==> src/logic/tasc_pkg.sv <==
/*
 * Shared constants and types of the transceiver analog-setting controller.
 * Assumes one reconfiguration clock at 40 MHz and a fixed channel count.
 */
package tasc_pkg;

    localparam int NUM_CH = 4;
    localparam int CH_AW = 2;

    // Clock and transaction timing
    localparam int CLK_PERIOD_NS = 25;
    localparam int XFER_TIME_NS = 100;
    localparam int XFER_CYCLES = (XFER_TIME_NS + CLK_PERIOD_NS - 1) / CLK_PERIOD_NS;
    localparam int ERR_CYCLES = 2;

    // Mode select code for analog-controls reconfiguration
    localparam logic [2:0] MODE_ANALOG = 3'h0;

    // Highest legal equalizer DC gain code and its step in dB
    localparam logic [2:0] DCGAIN_MAX = 3'h4;
    localparam logic [3:0] DCGAIN_STEP_DB = 4'h3;

    // Tap weight: zero magnitude, and the bit flipped to turn code into weight
    localparam logic [3:0] TAP_ZERO_MAG = 4'h0;
    localparam logic [4:0] TAP_BIAS = 5'h10;

    // Reset value of every stored setting
    localparam logic [37:0] SETTING_RST = 38'h0;

    // Settings of one channel, as presented and as stored
    typedef struct packed {
        logic [2:0] vod;
        logic [2:0] vod_gen2;
        logic [4:0] tx_pretap_weight;
        logic [4:0] tx_posttap1_weight;
        logic [4:0] tx_posttap1_boost_gen2;
        logic [4:0] tx_posttap1_cut_gen2;
        logic [4:0] tx_posttap2_weight;
        logic [3:0] rx_eq;
        logic [2:0] rx_dcgain;
    } tasc_setting_t;

    // Decoded analog levels handed to the channel's buffers
    typedef struct packed {
        logic [10:0] vod_mv;
        logic [10:0] vod_gen2_mv;
        logic signed [4:0] pretap_w;
        logic signed [4:0] posttap2_w;
        logic [3:0] dcgain_db;
    } tasc_drive_t;

    // Reset value of the decoded levels: code 0 swings 200 mV, no taps, no gain
    localparam tasc_drive_t DRIVE_RST = '{vod_mv: 11'd200, vod_gen2_mv: 11'd200, default: '0};

    // Controller states, one-hot
    typedef enum logic [2:0] {
        ST_IDLE = 3'b001,
        ST_XFER = 3'b010,
        ST_ERR = 3'b100
    } tasc_state_t;

endpackage

==> src/logic/tasc_ctrl.sv <==
/*
 * Analog-settings controller: takes swing, tap, equalizer and DC gain codes
 * from fabric logic, writes them into per-channel control registers and
 * reads them back.
 * A write copies the presented codes at the strobe, waits out the fixed
 * transfer time and then commits them to the selected channel registers.
 * A read waits the same time and copies the channel registers into the
 * readback slots, raising data_valid once they are settled.
 * A write that carries an illegal DC gain code is refused as a whole and
 * answered by a two-cycle error pulse instead of busy.
 * The channel selection is frozen at the strobe, so a change of the
 * addressing inputs during a transfer has no effect on it.
 * Assumes all inputs come from logic on the same clock, that the strobes
 * are one-cycle pulses and that clk_en low may freeze a transfer midway.
 */
`timescale 1ns/10ps
// Function
// - Swing input is 3 bits per channel, one shared field when addressed or shared.
// - First-generation swing codes map 200 to 1200 mV, code 3 is 700 mV.
// - Second-generation swing codes 0-5 give 200-1200 mV, 6 is 700, 7 is 900.
// - Second-generation swing readback returns the code last written to that channel.
// - Each tap input is 5 bits per channel, one shared field when addressed or shared.
// - Pre-tap code is written into the pre-emphasis register, both polarities.
// - Pre-tap codes 0 and 16 mean zero, 1-15 negative, 17-31 positive.
// - Second post-tap uses the same coding and goes to the emphasis register.
// - First post-tap code is written to the addressed channel's post-tap register.
// - Second-generation boost code is written to the pre-emphasis control register.
// - Second-generation cut code is written to the de-emphasis control register.
// - Equalization input is 4 bits per channel and written to the receive setting.
// - DC gain codes 0-4 give 0-12 dB; codes 5-7 are refused.
// - Each readback returns the value previously written, one slot per channel.
// - One-cycle read strobe starts a read; readback valid only while data_valid high.
// - Busy stays high while a read or write transaction runs.
module tasc_ctrl
    import tasc_pkg::*;
(
    // Clock, reset and freeze
    input wire logic clock,
    input wire logic reset_n,
    input wire logic clk_en,
    // Strobes and mode from fabric
    input wire logic write_all,
    input wire logic read_strobe,
    input wire logic [2:0] mode_sel,
    // Channel addressing
    input wire logic shared_ctrl,
    input wire logic logical_addr_en,
    input wire logic [CH_AW-1:0] logical_channel_address,
    // Presented codes
    input wire tasc_setting_t setting_in [NUM_CH],
    // Status
    output logic busy,
    output logic data_valid,
    output logic error,
    // Readback slots, channel registers and their decoded levels
    output tasc_setting_t readback [NUM_CH],
    output tasc_setting_t chan_setting [NUM_CH],
    output tasc_drive_t chan_drive [NUM_CH]
);

    // Sequencer state and its next values
    tasc_state_t state_q, state_d;
    logic [2:0] cnt_q, cnt_d;
    logic op_wr_q, op_wr_d;

    // Status flags
    logic busy_q, busy_d;
    logic dv_q, dv_d;
    logic err_q, err_d;

    // Channels taken by the transfer in hand, and channels with a bad gain
    logic [NUM_CH-1:0] sel_now;
    logic [NUM_CH-1:0] sel_q, sel_d;
    logic [NUM_CH-1:0] bad_now;

    // Strobe decode
    logic start_wr, start_rd, start, commit;

    // Captured codes and readback slots, one entry per channel
    tasc_setting_t src [NUM_CH];
    tasc_setting_t data_q [NUM_CH];
    tasc_setting_t data_d [NUM_CH];
    tasc_setting_t rb_q [NUM_CH];
    tasc_setting_t rb_d [NUM_CH];

    // Strobes count only in idle and only in analog-controls mode
    assign start_wr = (state_q == ST_IDLE) && write_all && (mode_sel == MODE_ANALOG);
    assign start_rd = (state_q == ST_IDLE) && !write_all && read_strobe
        && (mode_sel == MODE_ANALOG);
    assign start = start_wr || start_rd;
    // Commit marks the last cycle of a transfer, read or write
    assign commit = (state_q == ST_XFER) && (cnt_q == 3'h0);

    // Per-channel source select, capture, commit and readback
    for (genvar ch = 0; ch < NUM_CH; ch++) begin : g_ch
        // Addressed or shared control narrows every input to slot 0
        assign src[ch] = (shared_ctrl || logical_addr_en) ? setting_in[0]
            : setting_in[ch];
        // Every channel, or only the addressed one, takes part in the transfer
        assign sel_now[ch] = shared_ctrl || !logical_addr_en
            || (logical_channel_address == CH_AW'(ch));
        assign bad_now[ch] = sel_now[ch] && (src[ch].rx_dcgain > DCGAIN_MAX);

        // Inputs are captured at the strobe so fabric may change them later
        always_comb begin
            data_d[ch] = start_wr ? src[ch] : data_q[ch];
            rb_d[ch] = rb_q[ch];
            if (commit && !op_wr_q && sel_q[ch]) begin
                rb_d[ch] = chan_setting[ch];
            end
        end

        always_ff @(posedge clock) begin
            if (!reset_n) begin
                data_q[ch] <= tasc_setting_t'(SETTING_RST);
                rb_q[ch] <= tasc_setting_t'(SETTING_RST);
            end else if (clk_en) begin
                data_q[ch] <= data_d[ch];
                rb_q[ch] <= rb_d[ch];
            end
        end

        // Write enable also carries clk_en so a frozen cycle cannot commit
        tasc_chan_reg u_chan (
            .clock(clock),
            .reset_n(reset_n),
            .clk_en(clk_en),
            .wr_en(commit && op_wr_q && sel_q[ch] && clk_en),
            .wr_data(data_q[ch]),
            .setting_q(chan_setting[ch]),
            .drive_q(chan_drive[ch])
        );

        // Readback slots drive the output ports directly
        assign readback[ch] = rb_q[ch];
    end

    // Transaction sequencer; an illegal gain refuses the whole write
    always_comb begin
        state_d = state_q;
        cnt_d = cnt_q;
        op_wr_d = op_wr_q;
        sel_d = sel_q;
        busy_d = busy_q;
        dv_d = dv_q;
        err_d = err_q;
        case (state_q)
            ST_IDLE: begin
                // A refused write leaves op and selection untouched, so nothing commits
                if (start_wr && (bad_now != '0)) begin
                    state_d = ST_ERR;
                    cnt_d = 3'(ERR_CYCLES - 1);
                    err_d = 1'b1;
                    dv_d = 1'b0;
                end else if (start) begin
                    state_d = ST_XFER;
                    cnt_d = 3'(XFER_CYCLES - 1);
                    op_wr_d = start_wr;
                    sel_d = sel_now;
                    busy_d = 1'b1;
                    dv_d = 1'b0;
                end
            end
            ST_XFER: begin
                // The counter runs down to zero; the commit fires on its last cycle
                if (cnt_q == 3'h0) begin
                    state_d = ST_IDLE;
                    busy_d = 1'b0;
                    dv_d = !op_wr_q;
                end else begin
                    cnt_d = cnt_q - 3'h1;
                end
            end
            ST_ERR: begin
                // Error holds for ERR_CYCLES and then lets strobes in again
                if (cnt_q == 3'h0) begin
                    state_d = ST_IDLE;
                    err_d = 1'b0;
                end else begin
                    cnt_d = cnt_q - 3'h1;
                end
            end
            default: begin
                // Unreachable codes fall back to idle with all flags low
                state_d = ST_IDLE;
                busy_d = 1'b0;
                dv_d = 1'b0;
                err_d = 1'b0;
            end
        endcase
    end

    // Sequencer registers; a low clk_en holds every count and flag
    always_ff @(posedge clock) begin
        if (!reset_n) begin
            state_q <= ST_IDLE;
            cnt_q <= 3'h0;
            op_wr_q <= 1'b0;
            sel_q <= '0;
            busy_q <= 1'b0;
            dv_q <= 1'b0;
            err_q <= 1'b0;
        end else if (clk_en) begin
            state_q <= state_d;
            cnt_q <= cnt_d;
            op_wr_q <= op_wr_d;
            sel_q <= sel_d;
            busy_q <= busy_d;
            dv_q <= dv_d;
            err_q <= err_d;
        end
    end

    // Status outputs come straight from their registers
    assign busy = busy_q;
    assign data_valid = dv_q;
    assign error = err_q;

endmodule

==> src/logic/tasc_chan_reg.sv <==
/*
 * One channel's analog control register and its decoded drive levels.
 * Assumes the controller pulses wr_en for one cycle with wr_data stable.
 */
`timescale 1ns/10ps
module tasc_chan_reg
    import tasc_pkg::*;
(
    input wire logic clock,
    input wire logic reset_n,
    input wire logic clk_en,
    input wire logic wr_en,
    input wire tasc_setting_t wr_data,
    output tasc_setting_t setting_q,
    output tasc_drive_t drive_q
);

    tasc_setting_t setting_d;
    tasc_drive_t drive_d;

    // First-generation swing in mV, monotonic over the code
    function automatic logic [10:0] vod_gen1_mv(input logic [2:0] c);
        case (c)
            3'h0: vod_gen1_mv = 11'd200;
            3'h1: vod_gen1_mv = 11'd400;
            3'h2: vod_gen1_mv = 11'd600;
            3'h3: vod_gen1_mv = 11'd700;
            3'h4: vod_gen1_mv = 11'd800;
            3'h5: vod_gen1_mv = 11'd900;
            3'h6: vod_gen1_mv = 11'd1000;
            default: vod_gen1_mv = 11'd1200;
        endcase
    endfunction

    // Second-generation swing in mV; codes 6 and 7 fill in the gaps
    function automatic logic [10:0] vod_gen2_mv(input logic [2:0] c);
        case (c)
            3'h0: vod_gen2_mv = 11'd200;
            3'h1: vod_gen2_mv = 11'd400;
            3'h2: vod_gen2_mv = 11'd600;
            3'h3: vod_gen2_mv = 11'd800;
            3'h4: vod_gen2_mv = 11'd1000;
            3'h5: vod_gen2_mv = 11'd1200;
            3'h6: vod_gen2_mv = 11'd700;
            default: vod_gen2_mv = 11'd900;
        endcase
    endfunction

    // Codes 0 and 16 are zero; flipping bit 4 gives the signed weight
    function automatic logic signed [4:0] tap_w(input logic [4:0] c);
        if (c[3:0] == TAP_ZERO_MAG) begin
            tap_w = 5'sh0;
        end else begin
            tap_w = $signed(c ^ TAP_BIAS);
        end
    endfunction

    // Register write and decode of the written value
    always_comb begin
        setting_d = wr_en ? wr_data : setting_q;
        drive_d.vod_mv = vod_gen1_mv(setting_d.vod);
        drive_d.vod_gen2_mv = vod_gen2_mv(setting_d.vod_gen2);
        drive_d.pretap_w = tap_w(setting_d.tx_pretap_weight);
        drive_d.posttap2_w = tap_w(setting_d.tx_posttap2_weight);
        drive_d.dcgain_db = 4'(setting_d.rx_dcgain * DCGAIN_STEP_DB);
    end

    always_ff @(posedge clock) begin
        if (!reset_n) begin
            setting_q <= tasc_setting_t'(SETTING_RST);
            drive_q <= DRIVE_RST;
        end else if (clk_en) begin
            setting_q <= setting_d;
            drive_q <= drive_d;
        end
    end

endmodule

==> config.mk <==
export PLATFORM = sky130hd
export DESIGN_NAME = tasc_ctrl
export DESIGN_NICKNAME = d
export VERILOG_FILES = /design/src/logic/tasc_pkg.sv /design/src/logic/tasc_ctrl.sv /design/src/logic/tasc_chan_reg.sv
export SDC_FILE = /design/constraint.sdc
export NUM_CORES = 1
export LEC_CHECK = 0
export ABC_AREA = 1
export BUFFER_PORTS_ARGS = -buffer_cell sky130_fd_sc_hd__buf_2
export CORE_AREA = 4 4 239 241
export CTS_CLUSTER_DIAMETER = 100
export CTS_CLUSTER_SIZE = 8
export DETAILED_ROUTE_END_ITERATION = 8
export DIE_AREA = 0 0 243 245
export PLACE_DENSITY = 0.74
export SETUP_SLACK_MARGIN = 0.4
export SLEW_MARGIN = 40
export SYNTH_ARGS = -nofsm -noshare
export SYNTH_HDL_FRONTEND = slang
export SYNTH_SLANG_ARGS = --single-unit
==> constraint.sdc <==
create_clock -name clock -period 14.61 [get_ports clock]
set_input_delay 0 -clock clock [delete_from_list [all_inputs] [get_ports clock]]
set_output_delay 0 -clock clock [all_outputs]
set_load 0.05 [all_outputs]
==> results of run 1 <==
==> worst max path at each step <==
stage / cells past startpoint / endpoint / start / slack [ns]
final: 16 / g_ch[1].u_chan.drive_q[3] / cnt_q[0] / 11.27
after floorplan: 5 / data_q[0][0] / clk_en / 2.34
after CTS: 12 / g_ch[2].u_chan.drive_q[3] / clk_en / 11.16
after global placement: 11 / g_ch[2].u_chan.drive_q[3] / clk_en / 11.15
after detailed placement: 11 / g_ch[2].u_chan.drive_q[3] / clk_en / 11.05
after global routing: 14 / g_ch[0].u_chan.drive_q[21] / cnt_q[0] / 10.91
==> placed cells by master (no fill, tap or decap), drive strengths merged, types with 6 or more instances in the layout <==
cell type / n
a211oi: 8
a21oi: 239
a22o: 6
a31oi: 9
buf: 617
clkbuf: 139
conb: 16
dfxtp: 274
dlygate4sd3: 190
edfxtp: 304
ha: 13
inv: 280
nand2: 431
nand3: 63
nand4: 12
nor2: 324
o211ai: 7
o21ai: 218
==> critical path: stages (launching register included) <==
cell,delay (ns)
dfxtp_1,0.29
inv_1,0.09
ha_1,0.17
ha_1,0.20
nand2_1,0.13
nor2_4,0.33
nand2_4,0.21
buf_4,0.36
nand2_1,0.14
o21ai_0,0.17
inv_1,0.11
ha_1,0.15
inv_1,0.05
fa_1,0.39
or2_2,0.30
nand3_1,0.07
nand2_1,0.05
==> cell families after synthesis <==
kind of cell / after synthesis
XOR/XNOR: 1
buffers and inverters: 440
flip-flops: 578
adder cells (fa/ha/maj): 17
other: 1
AO/OA/AOI/OAI: 498
AND/OR/NAND/NOR: 841
==> registers in the layout, summed over array words and instances, names as in the netlist <==
register,flops
op_wr_q,1
g_ch.u_chan.drive_q,124
cnt_q,3
data_valid,1
state_q,3
error,1
rb_q,152
g_ch.u_chan.setting_q,136
data_q,152
sel_q,4
busy,1
==> final cells by class <==
type	count	share of cell area, %
flip-flops and latches	578	47.8
multi-input cells	1373	21.3
clock buffers	139	7.48
repair buffers	807	16.7
clock inverters	7	0.401
well taps	704	2.88
diodes	5	0.0409
inverters	278	3.43
==> stage by stage <==
| step | instances | hold WS (ns) |
|---|---|---|
| after floorplan | 2391 | 0.208 |
| after global placement | 3547 | 0.308 |
| after detailed placement | 3548 | 0.317 |
| after CTS | 3884 | 0.0108 |
| after global routing | 3888 | 0.0366 |
| final | 3891 | 0.0446 |
==> power groups by stage <==
stage | clock, mW | combinational (mW) | sequential (mW)
CTS | 1.80 | 0.329 | 1.79
finish | 1.78 | 0.331 | 1.79
global route | 1.87 | 0.350 | 1.80
global placement | 0 | 0.283 | 1.82
floorplan | 0 | 0.109 | 1.90
detailed placement | 0 | 0.286 | 1.82
==> routing by layer <==
layer / wire length, microns / global-route usage (%)
met5: 82 / 0
met2: 40700 / 46.2
met4: 3510 / 11.7
met3: 7280 / 5.84
met1: 29000 / 29.9
==> what timing repair did <==
action                    4_1_cts  5_1_grt
hold buffers                  190        0
hold endpoints to repair      188        0
setup buffers                   0        0
==> flow_summary.ini, run 1 <==
[power_and_ir_drop]
powerDensity_nw_per_um2 = 128
seq_power_share_pct = 45.9
pwr-share-clk_pct = 45.6
p_sw_uw = 976
leakagePower_nw = 13.6
p_total_mw = 3.91
vdd_ir_drop_max_mv = 0.0793
internal_power_mw = 2.93
power_frac_comb_pct = 8.5
p_sw_share_pct = 25.0

[timing]
worst_pin_slew_ns = 0.818
period_minus_slack_ns = 3.34
finalSetupViolCount = 0
postLayoutSetupSlackWorst_ns = 11.27
tns_ns = 0
max_freq_mhz = 300
relSlewSlack_pct = 45.5
fin_crit_sh_pct = 22.8
drv_slew = 0
fin_skew_ns = 0.0209
grt_setup_unrepaired = false
hold_viol = 0

[layout]
seq_area_sq_um = 14600
synthToLayoutAreaGrowth_pct = 33.8
final_util_pct = 55.7
nNetsFinal = 3301
drive_gt1_share_pct = 24.7
multi_input_area_sq_um = 6510
fill_cells = 4609
postLayoutCellArea_sq_um = 30600

[floorplan]
start_util_pct = 41.7
die_w_microns = 243
fp-row-count = 86
ios = 615
core_sq_um = 54900
die_h_microns = 245
die-area_sq_um = 59500

[route]
drt-initial-drc-count = 1606
final_antenna_net_count = 0
drt-total-wl_microns = 80600
vias = 19900
viasPerCell = 5.12
dr.pass1.iters = 5
wl_per_cell_microns = 20.7
drc = 0

[placed_design]
dp_hpwl_microns = 55400
place.gp.congestion = 0.929
place_area_sq_um = 26200
place.port_buffers = 598
pre_cts_slack_ns = 11.05

[clocking]
clock-sinks = 578
ctsHtreeMaxLevel = 3
cts_tree = built
cts_resized = 0
cts_root_buffer = clkbuf_16
clock_latency_ns = 0.62
numCtsBuffers = 82
clk_path_buf_depth = 3
clk_pin_slew_worst_paths_ns = 0.06

[global_routing]
overflow = 0
first_global_vias = 19600
antenna_found_initial = 8
gr-usage-all-layers_pct = 26.0
grt_pass1_wl_microns = 118000
grt_max_degree = 114

[min_path]
holdPathEnd = sel_q[3]
holdCritStartpoint = logical_addr_en
whs_path_depth = 6
hp-class = input port to flop

[worst_setup_path]
endpoint_kind = flop
rr_worst_depth = 16
crit_fanout = 64
critPathArrivalTime_ns = 3.84
reg2reg_slack_ns = 11.27
path_class = flop to flop
start_kind = flop
rr_startpoint = cnt_q[0]
cp_data_required_time_ns = 15.11
timing.rr.end = g_ch[1].u_chan.drive_q[3]

[flow_run]
drv_cap = 0

[logic_synthesis]
synthMuxAreaShare_pct = 0
synth_xor_area_share_pct = 0.0383
synthTopCellsByCount = nand2_1, nor2_1, edfxtp_1
syn_area_per_cell_sq_um = 9.62
seq_area_frac_synth_pct = 63.9
ys.flop_type = edfxtp_1
async_reset_ff_share_pct = 0
yosysWarnings = 0
synthAdderAreaFrac_pct = 1.06
synth_cells = 2376
synth_top_family_by_area = simple AND/OR/NAND/NOR gates
synth-compound-area-share_pct = 11.8
yosysMostFrequentCell = nand2_1
ys_types = 47
syn-cell-area_sq_um = 22900
ys_seq_elements = 578
yosysTopAreaCell = edfxtp_1
synth.top_cell.area_share_pct = 39.9
synth-edff-count = 304
netlist_top_cells_area = edfxtp_1, dfxtp_1, nand2_1, a21oi_1, nor2_1
synth-simple-area-share_pct = 15.0

[outcome]
status = finished clean
(Power assumes the default switching activity.)
==> run 2, diff against run 1 <==
--- a/config.mk
+++ b/config.mk
@@ -5,14 +5,14 @@
 export SDC_FILE = /design/constraint.sdc
 export NUM_CORES = 1
 export LEC_CHECK = 0
-export ABC_AREA = 1
+export ABC_AREA = 0
 export BUFFER_PORTS_ARGS = -buffer_cell sky130_fd_sc_hd__buf_2
-export CORE_AREA = 4 4 239 241
+export CORE_AREA = 4 4 234 236
 export CTS_CLUSTER_DIAMETER = 100
 export CTS_CLUSTER_SIZE = 8
 export DETAILED_ROUTE_END_ITERATION = 8
-export DIE_AREA = 0 0 243 245
-export PLACE_DENSITY = 0.74
+export DIE_AREA = 0 0 238 240
+export PLACE_DENSITY = 0.8
 export SETUP_SLACK_MARGIN = 0.4
 export SLEW_MARGIN = 40
 export SYNTH_ARGS = -nofsm -noshare
==> constraint.sdc (replaced) <==
create_clock -name clock -period 2.7 [get_ports clock]
set_input_delay 0 -clock clock [delete_from_list [all_inputs] [get_ports clock]]
set_output_delay 0 -clock clock [all_outputs]
set_load 0.05 [all_outputs]
==> flow_summary.ini, run 2 <==
[floorplan]
start_util_pct = 45.2
die_w_microns = 238
die-area_sq_um = 57100
die_h_microns = 240
ios = 615
core_sq_um = 52400
fp-row-count = 84

[clocking]
cts_root_buffer = clkbuf_16
clock_latency_ns = 0.63
numCtsBuffers = 82
clock-sinks = 578
clk_path_buf_depth = 3
cts_tree = built
clk_pin_slew_worst_paths_ns = 0.06
ctsHtreeMaxLevel = 3

[placed_design]
place.gp.congestion = 0.970
dp_hpwl_microns = 61700
place.port_buffers = 598
dpl.cell_count = 3436
place_area_sq_um = 27500

[logic_synthesis]
yosysTopAreaCell = edfxtp_1
synth_cells = 2292
async_reset_ff_share_pct = 0
yosysMostFrequentCell = nand2_1
seq_area_frac_synth_pct = 61.6
ys_seq_elements = 578
synthTopCellsByCount = nand2_1, edfxtp_1, dfxtp_1
yosysWarnings = 0
syn-cell-area_sq_um = 23700
synth-edff-count = 304
syn_area_per_cell_sq_um = 10.3
netlist_top_cells_area = edfxtp_1, dfxtp_1, nand2_1, a21oi_1, and3_1
ys_types = 78
synth.top_cell.area_share_pct = 38.5
ys.flop_type = edfxtp_1

[worst_setup_path]
max_stage_delay_ns = 0.37
path_buf_inv = 7
crit_fanout = 9
crit_slowest_cell = nor3_1
start_kind = flop
critPathArrivalTime_ns = 3.12
endpoint_kind = flop
cp_common_cell = buf_4
path_class = flop to flop
crit_family = buffers and inverters
cp_cell_sequence = inv_2 -> ha_4 -> ha_4 -> buf_4 -> buf_4 -> nand4_1 -> buf_4 -> buf_6 -> buf_12 -> buf_4 -> nor3_1 -> nor2_1 -> a211oi_1
cp_data_required_time_ns = 3.22

[layout]
synthToLayoutAreaGrowth_pct = 37.7
nNetsFinal = 3251
postLayoutCellArea_sq_um = 32600
instances_no_fill = 3832
seq_area_sq_um = 14600
final_cell_mix = buf_2, nand2_1, edfxtp_1
drive_gt1_share_pct = 29.3
mostFrequentLayoutCell = buf_2
multi_input_area_sq_um = 8610
fill_cells = 4001
final_util_pct = 62.2
top_regs = data_q (152), rb_q (152), g_ch.u_chan.setting_q (136)

[timing]
drv_slew = 0
finalSetupViolCount = 0
worst_pin_slew_ns = 0.822
fin_crit_sh_pct = 96.5
max_freq_mhz = 384
hold_viol = 0
fin_skew_ns = 0.0368
grt_setup_unrepaired = true
period_minus_slack_ns = 2.60
relSlewSlack_pct = 45.2

[global_routing]
grt_pass1_wl_microns = 134000
first_global_vias = 21500
antenna_found_initial = 10
overflow = 0
grt_max_degree = 236
gr-usage-all-layers_pct = 30.5

[power_and_ir_drop]
powerDensity_nw_per_um2 = 654
vdd_ir_drop_max_mv = 0.547
p_total_mw = 21.4
leakagePower_nw = 14.1

[route]
final_antenna_net_count = 0
vias = 22400
drc = 0
drt-total-wl_microns = 92300
drt-initial-drc-count = 2606
wl_per_cell_microns = 24.1
viasPerCell = 5.85
dr.pass1.iters = 8

[flow_run]
drv_cap = 0

[outcome]
status = finished clean

[min_path]
hp-class = input port to flop
## run 2: path summary, 6_finish.rpt
kind	from	endpoint	slack [ns]	cells after the start
worst max register to register	cnt_q[1]	g_ch[0].u_chan.drive_q[8]	0.1	13
worst min register to register	g_ch[3].u_chan.drive_q[30]	g_ch[3].u_chan.drive_q[30]	0.46	2
worst max-delay path	cnt_q[1]	g_ch[0].u_chan.drive_q[8]	0.1	13
worst min-delay path	setting_in[2]	data_q[3][2]	0.05	3
## run 2: final cells by class
type | instances | area share [%]
sequential | 578 | 44.8
clock inverter | 8 | 0.406
tap | 688 | 2.64
timing repair buffer | 892 | 18.3
inverter | 35 | 0.426
antenna | 6 | 0.0460
multi-input combinational | 1481 | 26.4
clock buffer | 144 | 7.00
## run 2: worst register-to-register path, cell delays in order, from the launching register on
cell and delay (ns):
dfxtp_2 0.32, inv_2 0.07, ha_4 0.13, ha_4 0.13, buf_4 0.11, buf_4 0.10
nand4_1 0.21, buf_4 0.22, buf_6 0.13, buf_12 0.14, buf_4 0.19, nor3_1 0.38
nor2_1 0.12, a211oi_1 0.27
## run 2: per-layer routing
metal  wire length [microns]  global-route usage, %  up-vias  part of all wire [%]
li1                        -                      -     9655                     -
met1                   33900                   39.8    10800                    37
met2                   43800                   49.7     1627                    47
met3                   10100                   5.96      296                    11
met4                    4480                   13.6        0                   4.9
met5                       0                      0        -                     0
## run 2: metrics by stage
step,setup TNS [ns],hold WS (ns),worst slack [ns]
floorplan,-168.52,0.199,-1.11
global placement,0,0.329,0.0911
detailed placement,-0.0303,0.342,-0.0155
CTS,0,0.0133,0.210
global route,0,0.0264,0.0421
finish,0,0.0503,0.0958
## run 2: power breakdown
part | switching (mW) | internal (mW)
logic | 1.38 | 0.582
clock network | 3.97 | 5.74
registers | 0.152 | 9.53
total | 5.50 | 15.9
## run 2: cell families after synthesis
kind of cell	synth area share, %
AND/OR/NAND/NOR	18.2
flip-flops	61.6
AO/OA/AOI/OAI	11.4
buffers and inverters	4.78
multiplexers	2.31
adder cells (fa/ha/maj)	1.07
XOR/XNOR	0.554
other	0.0158
## run 2: repair_timing
action                     CTS  global route
gates cloned                 0             1
pin swaps                   20            25
hold endpoints to repair   167            14
resized for setup           41            55
hold buffers               177             1
setup buffers               35            23
setup endpoints to repair   58           125
